==> src/pmsa_regs.svh <==
// register offsets, field positions, reset values and addresses of the phy status bank
`ifndef PMSA_REGS_SVH
`define PMSA_REGS_SVH

`define PMSA_REG_STATUS       5'h01
`define PMSA_REG_ID_UPPER     5'h02
`define PMSA_REG_ID_LOWER     5'h03
`define PMSA_REG_ADVERT       5'h04
`define PMSA_REG_PARTNER      5'h05

`define PMSA_PHYAD_PORT1      5'h01
`define PMSA_PHYAD_PORT2      5'h02

`define PMSA_CAP_BITS         5'h0F
`define PMSA_SELECTOR         5'h01
`define PMSA_ADV_RESET        5'h1F
`define PMSA_IDLE_WORD        16'hFFFF
`define PMSA_ZERO_WORD        16'h0000

`define PMSA_BIT_ADV_PAUSE    10
`define PMSA_BIT_ADV_100F     8
`define PMSA_BIT_ADV_10H      5
`define PMSA_BIT_AN_DONE      5
`define PMSA_BIT_FAULT        4
`define PMSA_BIT_AN_ABILITY   3
`define PMSA_BIT_LINK         2

`endif

==> src/pmsa_pkg.sv <==
// shared types of the phy status bank
package pmsa_pkg;
    // {pause, 100 full, 100 half, 10 full, 10 half}, same order as the port control bits 4..0
    typedef logic [4:0]  pmsa_ability_type;
    typedef logic [15:0] pmsa_word_type;
    typedef logic [4:0]  pmsa_addr_type;
endpackage : pmsa_pkg

==> src/pmsa_port.sv <==
// one phy port: advertisement storage and read word composition
`timescale 1ns/1ps
`default_nettype none
`include "pmsa_regs.svh"
module pmsa_port (
    // clock and reset
    input  wire logic                      clk,
    input  wire logic                      rst_b,
    // management write to the advertisement register
    input  wire logic                      mgmt_wr_en,
    input  wire pmsa_pkg::pmsa_word_type   mgmt_wdata,
    // alias write from the port control register side
    input  wire logic                      ctl_wr_en,
    input  wire pmsa_pkg::pmsa_ability_type ctl_wr_bits,
    // live port state
    input  wire logic                      link_up,
    input  wire logic                      an_done,
    input  wire logic                      an_ability,
    input  wire logic                      far_end_fault,
    input  wire pmsa_pkg::pmsa_ability_type partner_bits,
    // read side
    input  wire pmsa_pkg::pmsa_addr_type   reg_addr,
    input  wire pmsa_pkg::pmsa_word_type   id_upper,
    input  wire pmsa_pkg::pmsa_word_type   id_lower,
    output logic [4:0]                     adv_bits,
    output pmsa_pkg::pmsa_word_type        rd_word
);
    import pmsa_pkg::*;

    // one storage for both views, so the two paths can never disagree
    always_ff @(posedge clk or negedge rst_b) begin
        if (!rst_b) begin
            adv_bits <= `PMSA_ADV_RESET;
        end else if (mgmt_wr_en) begin
            // only bits 10 and 8..5 are writable; the rest are dropped here
            adv_bits <= {mgmt_wdata[`PMSA_BIT_ADV_PAUSE],
                         mgmt_wdata[`PMSA_BIT_ADV_100F:`PMSA_BIT_ADV_10H]};
        end else if (ctl_wr_en) begin
            adv_bits <= ctl_wr_bits;
        end
    end

    always_comb begin
        rd_word = `PMSA_ZERO_WORD;
        unique case (reg_addr)
            `PMSA_REG_STATUS: begin
                rd_word[14:11]               = 4'hF;
                rd_word[15]                  = 1'b0;
                rd_word[`PMSA_BIT_AN_DONE]    = an_done;
                rd_word[`PMSA_BIT_FAULT]      = far_end_fault;
                rd_word[`PMSA_BIT_AN_ABILITY] = an_ability;
                rd_word[`PMSA_BIT_LINK]       = link_up;
            end
            `PMSA_REG_ID_UPPER: begin
                rd_word = id_upper;
            end
            `PMSA_REG_ID_LOWER: begin
                rd_word = id_lower;
            end
            `PMSA_REG_ADVERT: begin
                rd_word[`PMSA_BIT_ADV_PAUSE]                   = adv_bits[4];
                rd_word[`PMSA_BIT_ADV_100F:`PMSA_BIT_ADV_10H]  = adv_bits[3:0];
                rd_word[4:0]                                   = `PMSA_SELECTOR;
            end
            `PMSA_REG_PARTNER: begin
                rd_word[`PMSA_BIT_ADV_PAUSE]                   = partner_bits[4];
                rd_word[`PMSA_BIT_ADV_100F:`PMSA_BIT_ADV_10H]  = partner_bits[3:0];
            end
            default: begin
                rd_word = `PMSA_ZERO_WORD;
            end
        endcase
    end
endmodule : pmsa_port
`default_nettype wire

==> src/pmsa_top.sv <==
// phy management status, identifier and ability register bank for two ports
`timescale 1ns/1ps
`default_nettype none
`include "pmsa_regs.svh"
module pmsa_top #(
    // arbitrary neutral identifier values
    parameter logic [15:0] ID_UPPER = 16'h0A5C,
    parameter logic [15:0] ID_LOWER = 16'h3C70
) (
    // clock and reset
    input  wire logic                       clk,
    input  wire logic                       rst_b,
    // management access, one request per cycle that mgmt_req is high
    input  wire logic                       mgmt_req,
    input  wire logic                       mgmt_write,
    input  wire pmsa_pkg::pmsa_addr_type    mgmt_phy_addr,
    input  wire pmsa_pkg::pmsa_addr_type    mgmt_reg_addr,
    input  wire pmsa_pkg::pmsa_word_type    mgmt_wdata,
    output logic                            mgmt_ack,
    output logic                            mgmt_hit,
    output pmsa_pkg::pmsa_word_type         mgmt_rdata,
    // converter mode and programmed address
    input  wire logic                       center_mode,
    input  wire logic                       center_addr_valid,
    input  wire pmsa_pkg::pmsa_addr_type    center_phy_addr,
    // alias writes from the port control registers
    input  wire logic                       ctl_wr_en,
    input  wire logic                       ctl_wr_port2,
    input  wire pmsa_pkg::pmsa_ability_type ctl_wr_bits,
    // port 1 state
    input  wire logic                       p1_link_up,
    input  wire logic                       p1_an_done,
    input  wire logic                       p1_an_ability,
    input  wire logic                       p1_far_end_fault,
    input  wire pmsa_pkg::pmsa_ability_type p1_partner_bits,
    // port 2 state
    input  wire logic                       p2_link_up,
    input  wire logic                       p2_an_done,
    input  wire logic                       p2_an_ability,
    input  wire pmsa_pkg::pmsa_ability_type p2_partner_bits,
    // advertised abilities, as seen by the port control registers
    output pmsa_pkg::pmsa_ability_type      p1_adv_bits,
    output pmsa_pkg::pmsa_ability_type      p2_adv_bits
);
    import pmsa_pkg::*;

    // registers this bank serves; register 0 lives in the control bank
    function automatic logic pmsa_reg_served(input pmsa_addr_type ra);
        return (ra >= `PMSA_REG_STATUS) && (ra <= `PMSA_REG_PARTNER);
    endfunction : pmsa_reg_served

    // bit 0 selects port 1, bit 1 port 2; at most one is set
    function automatic logic [1:0] pmsa_port_of(input pmsa_addr_type pa,
                                                 input logic          cm,
                                                 input logic          cv,
                                                 input pmsa_addr_type ca);
        logic [1:0] sel;
        sel = 2'h0;
        if (cm) begin
            // no answer at all until the address has been programmed
            sel[0] = cv && (pa == ca);
        end else begin
            sel[0] = (pa == `PMSA_PHYAD_PORT1);
            sel[1] = (pa == `PMSA_PHYAD_PORT2);
        end
        return sel;
    endfunction : pmsa_port_of

    logic [1:0]     port_sel;
    logic           served;
    logic           adv_write;
    pmsa_word_type  p1_word;
    pmsa_word_type  p2_word;
    pmsa_word_type  next_rdata;
    logic           next_hit;

    assign port_sel  = pmsa_port_of(mgmt_phy_addr, center_mode, center_addr_valid,
                                    center_phy_addr);
    assign served    = mgmt_req && pmsa_reg_served(mgmt_reg_addr) && (port_sel != 2'h0);
    // writes to registers 1, 2, 3 and 5 touch no storage at all
    assign adv_write = served && mgmt_write && (mgmt_reg_addr == `PMSA_REG_ADVERT);

    always_comb begin
        next_hit   = served;
        next_rdata = `PMSA_IDLE_WORD;
        if (served && !mgmt_write) begin
            next_rdata = port_sel[0] ? p1_word : p2_word;
        end
    end

    pmsa_port u_port1 (
        .clk           (clk),
        .rst_b         (rst_b),
        .mgmt_wr_en    (adv_write && port_sel[0]),
        .mgmt_wdata    (mgmt_wdata),
        .ctl_wr_en     (ctl_wr_en && !ctl_wr_port2),
        .ctl_wr_bits   (ctl_wr_bits),
        .link_up       (p1_link_up),
        .an_done       (p1_an_done),
        .an_ability    (p1_an_ability),
        .far_end_fault (p1_far_end_fault),
        .partner_bits  (p1_partner_bits),
        .reg_addr      (mgmt_reg_addr),
        .id_upper      (ID_UPPER),
        .id_lower      (ID_LOWER),
        .adv_bits      (p1_adv_bits),
        .rd_word       (p1_word)
    );

    // far-end fault is tracked for port 1 only
    pmsa_port u_port2 (
        .clk           (clk),
        .rst_b         (rst_b),
        .mgmt_wr_en    (adv_write && port_sel[1]),
        .mgmt_wdata    (mgmt_wdata),
        .ctl_wr_en     (ctl_wr_en && ctl_wr_port2),
        .ctl_wr_bits   (ctl_wr_bits),
        .link_up       (p2_link_up),
        .an_done       (p2_an_done),
        .an_ability    (p2_an_ability),
        .far_end_fault (1'b0),
        .partner_bits  (p2_partner_bits),
        .reg_addr      (mgmt_reg_addr),
        .id_upper      (ID_UPPER),
        .id_lower      (ID_LOWER),
        .adv_bits      (p2_adv_bits),
        .rd_word       (p2_word)
    );

    always_ff @(posedge clk or negedge rst_b) begin
        if (!rst_b) begin
            mgmt_ack <= 1'b0;
        end else begin
            mgmt_ack <= mgmt_req;
        end
    end

    // unanswered accesses read as an idle, pulled-up data line
    always_ff @(posedge clk or negedge rst_b) begin
        if (!rst_b) begin
            mgmt_hit   <= 1'b0;
            mgmt_rdata <= `PMSA_IDLE_WORD;
        end else if (mgmt_req) begin
            mgmt_hit   <= next_hit;
            mgmt_rdata <= next_rdata;
        end
    end

    // read of a given register on a given port, sampled one cycle before the answer
    logic rd_p1_status;
    logic rd_p2_status;
    logic rd_p1_partner;
    assign rd_p1_status  = mgmt_req && !mgmt_write && port_sel[0]
                           && (mgmt_reg_addr == `PMSA_REG_STATUS);
    assign rd_p2_status  = mgmt_req && !mgmt_write && port_sel[1]
                           && (mgmt_reg_addr == `PMSA_REG_STATUS);
    assign rd_p1_partner = mgmt_req && !mgmt_write && port_sel[0]
                           && (mgmt_reg_addr == `PMSA_REG_PARTNER);
endmodule : pmsa_top
`default_nettype wire

==> config.mk <==
export PLATFORM = sky130hd
export DESIGN_NAME = pmsa_top
export DESIGN_NICKNAME = d
export VERILOG_FILES = /design/src/pmsa_pkg.sv /design/src/pmsa_port.sv /design/src/pmsa_top.sv
export VERILOG_INCLUDE_DIRS = /design/src
export SDC_FILE = /design/constraint.sdc
export NUM_CORES = 1
export LEC_CHECK = 0
export BUFFER_PORTS_ARGS = -buffer_cell sky130_fd_sc_hd__buf_2
export CAP_MARGIN = 20
export CORE_MARGIN = 1.5
export CORE_UTILIZATION = 30
export DETAILED_ROUTE_END_ITERATION = 6
export SYNTH_ARGS = -nofsm -noshare
export SYNTH_HDL_FRONTEND = slang
export SYNTH_SLANG_ARGS = --single-unit
==> constraint.sdc <==
create_clock -name clk -period 1.1 [get_ports clk]
set_input_delay 0.055 -clock clk [delete_from_list [all_inputs] [get_ports clk]]
set_output_delay 0.055 -clock clk [all_outputs]
set_load 0.05 [all_outputs]
After elaboration in Yosys (flattened, before gate mapping)
Index checks and enable logic that the tools add are counted.
- register bits: 28
- input port bits: 61
- output and inout bits: 28
- logic and storage cells: 51
- magnitude comparators: 2
- equal/unequal tests: 8
- muxes and demuxes: 19
- reduce and logical (&&, ||, !) cells: 17
- operator list (operator ; count):
    case mux 3 bit (3 select lines) ; 4
    two-way mux 5 bit ; 4
    two-way mux 16 bit ; 1
    == test 5 x 2 -> 1 bit, second input constant ; 3
    case mux 4 bit (3 select lines) ; 1
    logical AND 1 bit ; 11
    two-way mux 11 bit ; 1
    == test 5 x 1 -> 1 bit, second input constant ; 2
    == test 5 x 3 -> 1 bit, second input constant ; 2
    case mux 1 bit (4 select lines) ; 2
    case mux 1 bit (3 select lines) ; 2
    nonzero test 2 bit ; 3
    == test 5 bit ; 1
    greater-or-equal comparator 5 x 1 -> 1 bit, second input constant ; 1
    less-or-equal comparator 5 x 3 -> 1 bit, second input constant ; 1
    two-way mux 1 bit ; 4
    logical NOT 1 bit ; 2
    OR reduction 2 bit ; 1

Logic depth before layout (Yosys ltp)
Gate-level depths: netlist of run 1.
- depth after elaboration: 9
- gate-level depth with buffers: 7
- depth with buffers taken out: 6

Hierarchy
Synthesis of run 1 repeated with hierarchy kept, for this count alone.
- cell total of the unflattened synthesis: 281
- area total of the unflattened synthesis: 2462.4 um^2
- by module, submodules not included (module ; instances ; cells an instance ; area an instance (um^2) ; seq. area each (um^2)):
    pmsa_port ; 2 ; 89 ; 732.0 ; 131.4
    pmsa_top ; 1 ; 103 ; 998.5 ; 470.5

Worst setup path after synthesis of run 1
No wires, ideal clock.
- kind: input port to flip-flop
- start: input mgmt_phy_addr[4]
- end: register u_port1.adv_bits[0]
- setup time: 80 ps
- arrival time: 1344 ps
- data required time: 1020 ps
- slack: -324 ps
- cell stages on the path: 7
- path buffers: 1
- cells stage by stage: nor4_1 > nand3b_1 > a21boi_2 > or3_1 > buf_6 > nor2_2 > a21oi_2
- word-level cells in the longest chain between the ends: 9
- elaborated cells between the ends (all ways): 13
- classes of those cells: 3 x eq/ne; 3 x mux; 7 x reduce/logical
- RTL lines (item ; RTL line ; text):
    start, declared ; pmsa_top.sv:16 ; input wire pmsa_pkg::pmsa_addr_type mgmt_phy_addr,
    == test 5 bit ; pmsa_top.sv:61 ; sel[0] = cv && (pa == ca);
    logical AND 1 bit ; pmsa_top.sv:61 ;
    two-way mux 1 bit ; pmsa_top.sv:59 ; if (cm) begin
    nonzero test 2 bit ; pmsa_top.sv:79 ; assign served = mgmt_req && pmsa_reg_served(mgmt_reg_addr) && (port_sel != 2'h0);
    logical AND 1 bit ; pmsa_top.sv:79 ;
    logical AND 1 bit (2 in a row) ; pmsa_top.sv:81 ; assign adv_write = served && mgmt_write && (mgmt_reg_addr == `PMSA_REG_ADVERT);
    logical AND 1 bit * ; pmsa_top.sv:94 ; .mgmt_wr_en (adv_write && port_sel[0]),
    two-way mux 5 bit or nonzero test 2 bit (tied branches) ; -- ;
    end signal, assigned ; pmsa_port.sv:33 ; adv_bits <= `PMSA_ADV_RESET;
    end signal, assigned ; pmsa_port.sv:36 ; adv_bits <= {mgmt_wdata[`PMSA_BIT_ADV_PAUSE],
    end signal, assigned ; pmsa_port.sv:39 ; adv_bits <= ctl_wr_bits;
    end, declared ; pmsa_port.sv:25 ; output logic [4:0] adv_bits,
Mark *: on every way between the ends. The rest lies on a longest branch, timed or not.
A chain may end at the register's enable or synchronous reset.

Worst setup path after layout of run 1
- start: input center_phy_addr[4]
- end: register u_port1.adv_bits[0]
- word-level cells in the longest chain between the ends: 9
- elaborated cells between the ends (all ways): 10
- classes of those cells: 1 x eq/ne; 2 x mux; 7 x reduce/logical
- RTL lines (item ; RTL line ; text):
    start, declared ; pmsa_top.sv:25 ; input wire pmsa_pkg::pmsa_addr_type center_phy_addr,
    == test 5 bit * ; pmsa_top.sv:61 ;
    logical AND 1 bit * ; pmsa_top.sv:61 ;
    two-way mux 1 bit * ; pmsa_top.sv:59 ;
    nonzero test 2 bit ; pmsa_top.sv:79 ;
    logical AND 1 bit ; pmsa_top.sv:79 ;
    logical AND 1 bit (2 in a row) ; pmsa_top.sv:81 ;
    logical AND 1 bit * ; pmsa_top.sv:94 ;
    two-way mux 5 bit or nonzero test 2 bit (tied branches) ; -- ;
Marked as above.

==> results by stage, run 1 <==
Synthesis:
- The sequential-to-total area share from yosys stat is 43.62%.
- The leading cell type by number of instances after synthesis is dfstp_2.
- The instance count of the mapped netlist is between 150 and 200.
- After synthesis, the share of flip-flops with an asynchronous set or reset is 100.0%.
- Synthesis inferred 26 register bits.
- The synthesized netlist net count is ~220.
- The unique cell type count in the Yosys netlist is 39.
- The cell type contributing the most total cell area after synthesis is dfstp_2.
- After synthesis the cells add up to 1560 sq um.
- The synthesized design contains 0 enable-type register cells.
- Of the post-synthesis cell area, the dominant cell type holds about 40%.
- Yosys attributes the largest share of cell area to dfstp_2 (40%), mux2i_1 (10%), nand2_1 (4.6%), nor2_1 (4.1%), a21oi_1 (3.2%).
- By count the netlist is led by dfstp_2 (24), nand2_1 (19), nor2_1 (17), mux2i_1 (16), a21oi_1 (10).
- A synthesized cell averages roughly 9.8 sq um.
- Yosys printed 0 warnings.
- In the synthesized netlist the dominant register cell turns out to be dfstp_2.

Flow run:
- Max-cap violations in this run came to 0.

Place:
- Port buffering added 77 buffers.
- The detailed placement HPWL is 3360 microns.
- The total cell area at the placement stage is ~2200 sq um.
- The congestion estimate from routability-driven global placement came to 0.7934.
- The number of placed instances, taps included, is between 300 and 400.

STA:
- In the post-route analysis, the smallest setup slack over all paths is -0.1421 ns.
- The number of max-slew violations in the final report came to 0.
- The maximum clock rate is approximately 810 MHz.
- Setup repair after global routing could not meet its margin everywhere.
- The measured slew at the worst slew-check pin is just under 0.6 ns.
- Dividing the final minimum period by the clock period gives 112.9%.
- For the final database, setup skew stands at 0.001592 ns.
- The number of setup violations in the final report is 20.
- The worst pin sits at a relative slew slack of between 60% and 70%.
- The total count of hold-check failures in the final report is 0.
- The shortest clock period the worst path allows after layout is 1.242 ns.

Clock network:
- The TritonCTS clock tree is yes.
- The number of sinks driven by the clock tree is 26.
- The cell sitting at the root of the clock tree is a clkbuf_8.
- Clock-pin slew was measured on the worst setup and hold paths at roughly 0.09 ns.
- In this run the deepest clock path goes through 2 buffers.
- The clock insertion delay at the later pin of the skew report is ~0.27 ns.
- The number of buffers inserted during clock tree synthesis is 3.
- The total number of H-tree levels is 1.

Worst hold path:
- The worst hold path depth is 3.
- The class of the most critical hold timing path is in2reg.

Route:
- The wire length on met1 is just over 2000 microns.
- The overall routed net length is between 4000 and 5000 microns.
- The routed length on met3 is 232 microns.
- The highest metal layer with signal wires is met4.
- After detailed routing, the average wire length per cell comes to around 14 microns.
- For this run, design rule violations remaining after detail routing come to 0.
- Across all layers, the routed design uses 1574 vias.
- The total iterations of the first detailed-routing run is 4.
- The mean number of vias per cell is between 4 and 5.
- The number of DRC violations after detailed-routing iteration 0 is 47.
- Detailed routing placed a total of around 2300 microns of wire on met2.
- The number of antenna-violating nets in the routed design is 0.

Worst setup path:
- By startpoint and endpoint, the worst setup path is classified as in2reg.
- The worst register-to-register path has a depth of 5.
- Of all nets on the critical path, the largest fanout is 5.
- The worst setup path is launched from a primary input.
- STA classifies the critical path endpoint as a flip-flop.
- For the worst setup path, the data required time is around 1.3 ns.
- At the worst endpoint, the arrival time is between 1 and 1.5 ns.

Finish:
- The fraction of final layout cells with drive strength greater than 1 is between 60% and 70%.
- 0 antenna diodes ended up in the layout.
- The finished cells cover around 2700 sq um.
- The final net count is 332.
- The post-synthesis to final-layout area growth is 73.38%.
- The count of non-filler cells in the finished layout is 340.

Global routing:
- The global-route usage over all layers is 17.89%.
- Global routing finished with a remaining overflow of 0.
- The initial antenna violation count was 0.
- The global-route wire length before repair is 7659 microns.
- The maximum number of pins on one net before global-route repair is 27.
- The number of global-route vias before repair is ~1600.

Floorplanning:
- After floorplanning, the core was divided into 26 placement rows.
- The die is around 75 microns wide.
- The die span in y is about 75 microns.
- For this configuration, the core starts out at a cell density of a little under a third.
- The total area inside the core boundary comes to 5075 sq um.
- The I/O pin total is 89.
- The die area is between 5000 and 6000 sq um.

Outcome:
- The run finished, with violations left.
- The final reports fail on setup timing.

Power and ir drop:
- The reported leakage power is about 1.3 nW.
- The power density over the cells is slightly above 1000 nW/um^2.
- The worst-case IR drop observed on VDD is roughly 1 mV.
-- stage by stage --
step / setup TNS, ns / worst slack [ns] / power, W / utilization [%] / hold slack [ns]
floorplan: -4.828 / -0.3118 / 0.001523 / - / -0.2406
global placement: -9.064 / -0.4776 / 0.001794 / 43.54 / 0.08348
detailed placement: -9.911 / -0.5213 / 0.001798 / 43.54 / 0.09170
CTS: -2.015 / -0.1531 / 0.002719 / 50.10 / 0.003217
global route: -3.017 / -0.1843 / 0.002884 / 53.30 / 0.01210
finish: -1.739 / -0.1421 / 0.002763 / 53.30 / 0.01482
-- sequential cells by signal, summed over array words and instances, names as in the netlist --
signal and cells:
mgmt_rdata 14, u_port1.adv_bits 5, u_port2.adv_bits 5, mgmt_ack 1
mgmt_hit 1
-- layer usage --
metal | global-route usage [%] | up-vias
li1 | - | 777
met1 | 23.24 | 744
met2 | 31.07 | 46
met3 | 3.882 | 7
met4 | 2.828 | 0
met5 | 0 | -
-- worst max-delay path: stages --
cell and delay (ns):
buf_6 0.10, xor2_2 0.17, nor4_4 0.35, a21boi_4 0.12
or3_4 0.37, buf_8 0.16, nor2_4 0.09, a21oi_2 0.04
-- cells in the final DEF (no fill, tap or decap), types with 5 or more instances in the layout --
cell     count
nand2_2      5
nand2_1     12
buf_6       26
nor2_1      16
buf_2       46
mux2i_1     16
a21oi_1      5
dfstp_2     24
a31oi_1      5
buf_8        5
nor2_4       5
buf_4       36
a21oi_2     10
-- area by class of cell --
type | count | area (sq um)
flip-flops and latches | 26 | 680.7
clock buffers | 3 | 41.29
multi-input cells | 122 | 965.9
inverters | 3 | 11.26
clock inverters | 1 | 30.03
well taps | 70 | 87.58
repair buffers | 115 | 888.4
fillers | 490 | 2370
-- report_power, final --
group / internal [W] / switching (W) / total, W
Clock: 0.000487 / 0.000314 / 0.000801
Combinational: 0.000377 / 0.000465 / 0.000842
Sequential: 0.00106 / 0.0000586 / 0.00112
-- what timing repair did --
action,CTS,global route
cloned,2,0
hold endpoints to repair,2,1
pin swaps,15,10
hold buffers,1,1
gates resized for setup,65,39
setup endpoints to repair,50,40
setup buffers,5,1
-- kinds of logic after synthesis --
group,Yosys count,synth area share [%]
AOI/OAI and AO/OA,39,16.52
xor gates and xnor gates,5,2.807
DFF,26,43.62
and+or+nand+nor,58,19.89
buffers and inverters,12,4.009
muxes,20,13.15
-- final timing paths --
| kind | startpoint | slack (ns) | to |
|---|---|---|---|
| worst max-delay path | center_phy_addr[4] | -0.14 | u_port1.adv_bits[0] |
| max in group asynchronous | rst_b | 0.40 | u_port1.adv_bits[4] |
| worst min register to register | mgmt_rdata[3] | 0.49 | mgmt_rdata[3] |
| worst min-delay path | mgmt_wdata[10] | 0.01 | u_port2.adv_bits[4] |
| min in group asynchronous | rst_b | 0.31 | mgmt_ack |
| worst max register to register | u_port1.adv_bits[0] | -0.09 | mgmt_rdata[5] |
Note: power is estimated with default switching activity, not from simulation.
==> run 2, diff against run 1 <==
--- a/config.mk
+++ b/config.mk
@@ -8,9 +8,12 @@
 export LEC_CHECK = 0
 export BUFFER_PORTS_ARGS = -buffer_cell sky130_fd_sc_hd__buf_2
 export CAP_MARGIN = 20
+export CELL_PAD_IN_SITES_DETAIL_PLACEMENT = 1
+export CELL_PAD_IN_SITES_GLOBAL_PLACEMENT = 2
 export CORE_MARGIN = 1.5
-export CORE_UTILIZATION = 30
+export CORE_UTILIZATION = 22
 export DETAILED_ROUTE_END_ITERATION = 6
+export PLACE_DENSITY_LB_ADDON = 0.1
 export SYNTH_ARGS = -nofsm -noshare
 export SYNTH_HDL_FRONTEND = slang
 export SYNTH_SLANG_ARGS = --single-unit
==> constraint.sdc (replaced) <==
create_clock -name clk -period 1 [get_ports clk]
set_input_delay 0.05 -clock clk [delete_from_list [all_inputs] [get_ports clk]]
set_output_delay 0.05 -clock clk [all_outputs]
set_load 0.05 [all_outputs]
==> results by stage, run 2 (synthesis gave the netlist of run 1 again) <==
Worst setup path:
- The worst setup path is of the in2reg kind.
- The count of cells along the worst register-to-register path came to 5 (unchanged).
- The cell family with the largest share of critical-path delay is compound AO/OA/AOI/OAI gates.
- The highest-delay cell along the critical path is nor4_4.
- The worst setup path is captured at a flip-flop.
- The largest incremental delay on the critical path is 0.33 ns (-0.04 ns).
- The total buffers and inverters traversed by the critical path came to 2 (unchanged).
- Walking the worst path, the cells encountered are buf_12, xor2_4, nor4_4, a21boi_2, buf_6, mux2i_2, o221ai_2, o21a_1.
- The data arrival time of the critical path is 1.49 ns (+0.04 ns).
- The slack of the worst reg-to-reg path is -0.22 ns (-0.13 ns).
- The critical register-to-register path endpoint is mgmt_rdata[5].
- The endpoint required time on the critical path is 1.24 ns (-0.07 ns).
- The maximum fanout count along the critical path is 9 (+4).
- The startpoint identified for the worst register-to-register timing path is u_port1.adv_bits[0].
- The category of the worst setup path launch point is a primary input.

Finish:
- The total area of multi-input combinational cells is 1032 sq um (+6.9%).
- The final net count is 350 (+5.4%).
- The count of filler cells inserted in the layout was 782 (+60%).
- Relative to the synthesized area, the layout overhead comes to 101.4%.
- Leaving out fill and tap cells, the most frequent cell in the layout is buf_2.
- Counting flops per register, the top entry is mgmt_rdata.
- In the layout the commonest cells are buf_2 (44), buf_4 (33), buf_8 (28).
- The count of non-filler cells in the finished layout came to 384 (+13%).
- The number of flip-flops under the largest register name was 14 (unchanged).
- The largest registers in the layout are mgmt_rdata (14), u_port1.adv_bits (5), u_port2.adv_bits (5).
- The post-route core utilization is 46.01% (-7.3 points).
- The sequential cell area is 680.7 sq um (unchanged).
- The fraction of final layout cells with drive strength greater than 1 was 72.22% (+4.4 points).
- The diode insertion count for antenna repair is 0 (unchanged).

Outcome:
- The run finished, with violations left.
- The final reports fail on setup timing.

Floorplanning:
- The starting density of the core is 22.84% (-7.9 points).
- The placeable core region was 6832 sq um (+35%).
- The I/O pin total is 89 (unchanged).
- The die area is 7606 sq um (+35%).
- The die span in y is 87.22 microns (+16%).
- The total number of placement rows is 30 (+15%).
- The die boundary width is 87.22 microns (+16%).

STA:
- The shortest clock period the worst path allows after layout is between 1 and 1.5 ns.
- The worst hold margin is 0.01088 ns (-0.003941 ns).
- For this run, the top clock speed supported by timing is ~800 MHz.
- The number of setup violations in the final report is 51 (+160%).
- The total count of hold-check failures in the final report is 0 (unchanged).
- The sum of negative setup slack is -6.566 ns (-4.827 ns).
- The number of max-slew violations in the final report is 0 (unchanged).
- The smallest setup slack after layout is -0.2522 ns (-0.1101 ns).
- Setup repair after global routing could not meet its margin everywhere.
- The worst setup skew after layout is 0.005023 ns (+0.003430 ns).
- The worst path uses 125.2% of the clock period.
- The worst slew margin relative to its limit came to 77.10% (+16 points).
- The measured slew at the worst slew-check pin is 0.3427 ns (-0.2361 ns).

Worst hold path:
- The worst hold path depth came to 3 (unchanged).
- The class of the most critical hold timing path is in2reg.
- The startpoint identified for the worst hold timing path is p1_far_end_fault.
- The path with the worst hold slack has its endpoint at mgmt_rdata[4].

Clock network:
- The number of sinks driven by the clock tree is 26 (unchanged).
- The clock insertion delay at the later pin of the skew report is 0.28 ns (about the same).
- The clock-pin slew of the registers on the worst-case setup and hold paths is 0.10 ns (about the same).
- The clock tree buffer depth was 2 (unchanged).
- The root buffer cell chosen for the clock tree is clkbuf_8.
- TritonCTS built the clock tree.
- The total number of H-tree levels is 1 (unchanged).
- The number of buffers inserted during clock tree synthesis is 3 (unchanged).

Global routing:
- The initial antenna violation count is 0 (unchanged).
- The number of global-route vias before repair is 1872 (+17%).
- The global-route usage over all layers is 16.05% (-1.8 points).
- The maximum number of pins on one net before global-route repair is 18 (-33%).
- The overall overflow remaining after global route is 0 (unchanged).
- The global-route wire length before repair came to 9294 microns (+21%).

Route:
- The remaining routing DRC violations is 0 (unchanged).
- The total iterations of the first detailed-routing run was 2 (-2).
- The total number of vias is 1672 (+6.2%).
- The mean number of vias per cell was 4.354 (-5.9%).
- The number of antenna-violating nets in the routed design is 0 (unchanged).
- The overall routed net length came to 5940 microns (+28%).
- The routed wire length per instance is 15.47 microns (+14%).
- The number of DRC violations after detailed-routing iteration 0 is 39 (-17%).

Power and ir drop:
- The power density over the cells came to 1062 nW/um^2 (+4.0%).
- The reported leakage power is 1.431 nW (+13%).
- The total power came to 0.003338 W (+21%).
- The largest voltage drop on the vdd net is 0.5242 mV (-49%).

Place:
- The number of placed instances, taps included is 357 (+9.5%).
- The number of buffers added on ports came to 77 (unchanged).
- The detailed placement HPWL is 4051 microns (+21%).
- The routability-driven placement congestion ratio is 0.7277 (-8.3%).

Flow run:
- The count of maximum capacitance violations came to 0 (unchanged).
[run 2: repair_timing]
item	CTS	global route
endpoints found under the hold margin	16	0
gates resized for setup	120	38
hold buffers	6	0
endpoints found under the setup margin	50	52
pin swaps	17	12
setup buffers	8	9
gates cloned	2	0
[run 2: layout make-up]
| class | count | area share, % |
|---|---|---|
| repair buffers | 133 | 39.05 |
| multi-input cells | 122 | 32.84 |
| flip-flops and latches | 26 | 21.66 |
| clock buffers | 3 | 1.314 |
| well taps | 96 | 3.822 |
| clock inverters | 1 | 0.9554 |
| inverters | 3 | 0.3583 |
[run 2: worst min-delay path, delay by kind of cell]
kind | cells | cell delay [ns]
AO/OA/AOI/OAI | 1 | 0.08
buffers and inverters | 1 | 0.10
AND/OR/NAND/NOR | 1 | 0.07
[run 2: routing by layer]
layer	global-route usage, %	up-vias	wire, microns
li1	-	811	-
met1	20.29	815	2504
met2	28.47	42	3180
met3	2.938	4	202
met4	3.463	0	53
met5	0	-	0
[run 2: metrics by stage]
step                setup WS, ns  instance area [sq um]
CTS                      -0.2386                   2925
detailed placement       -0.6233                   2305
global placement         -0.5827                   2305
floorplan                -0.4068                   1583
global route             -0.3198                   3143
finish                   -0.2522                   3143
[run 2: how the worst max path moves through the flow]
| stage | start | to | slack [ns] | cells after the start |
|---|---|---|---|---|
| after global placement | mgmt_phy_addr[4] | u_port1.adv_bits[0] | -0.58 | 8 |
| after global routing | mgmt_phy_addr[2] | mgmt_rdata[8] | -0.32 | 8 |
| after detailed placement | mgmt_phy_addr[4] | u_port1.adv_bits[4] | -0.62 | 8 |
| after floorplan | mgmt_reg_addr[1] | u_port1.adv_bits[0] | -0.41 | 7 |
| final | mgmt_phy_addr[3] | mgmt_rdata[8] | -0.25 | 8 |
| after CTS | center_phy_addr[4] | mgmt_rdata[10] | -0.24 | 8 |
[run 2: power breakdown]
group	switching [W]	internal (W)
combinational	0.000591	0.000597
clock	0.000385	0.000537
sequential	0.0000612	0.00117
total	0.00104	0.00230
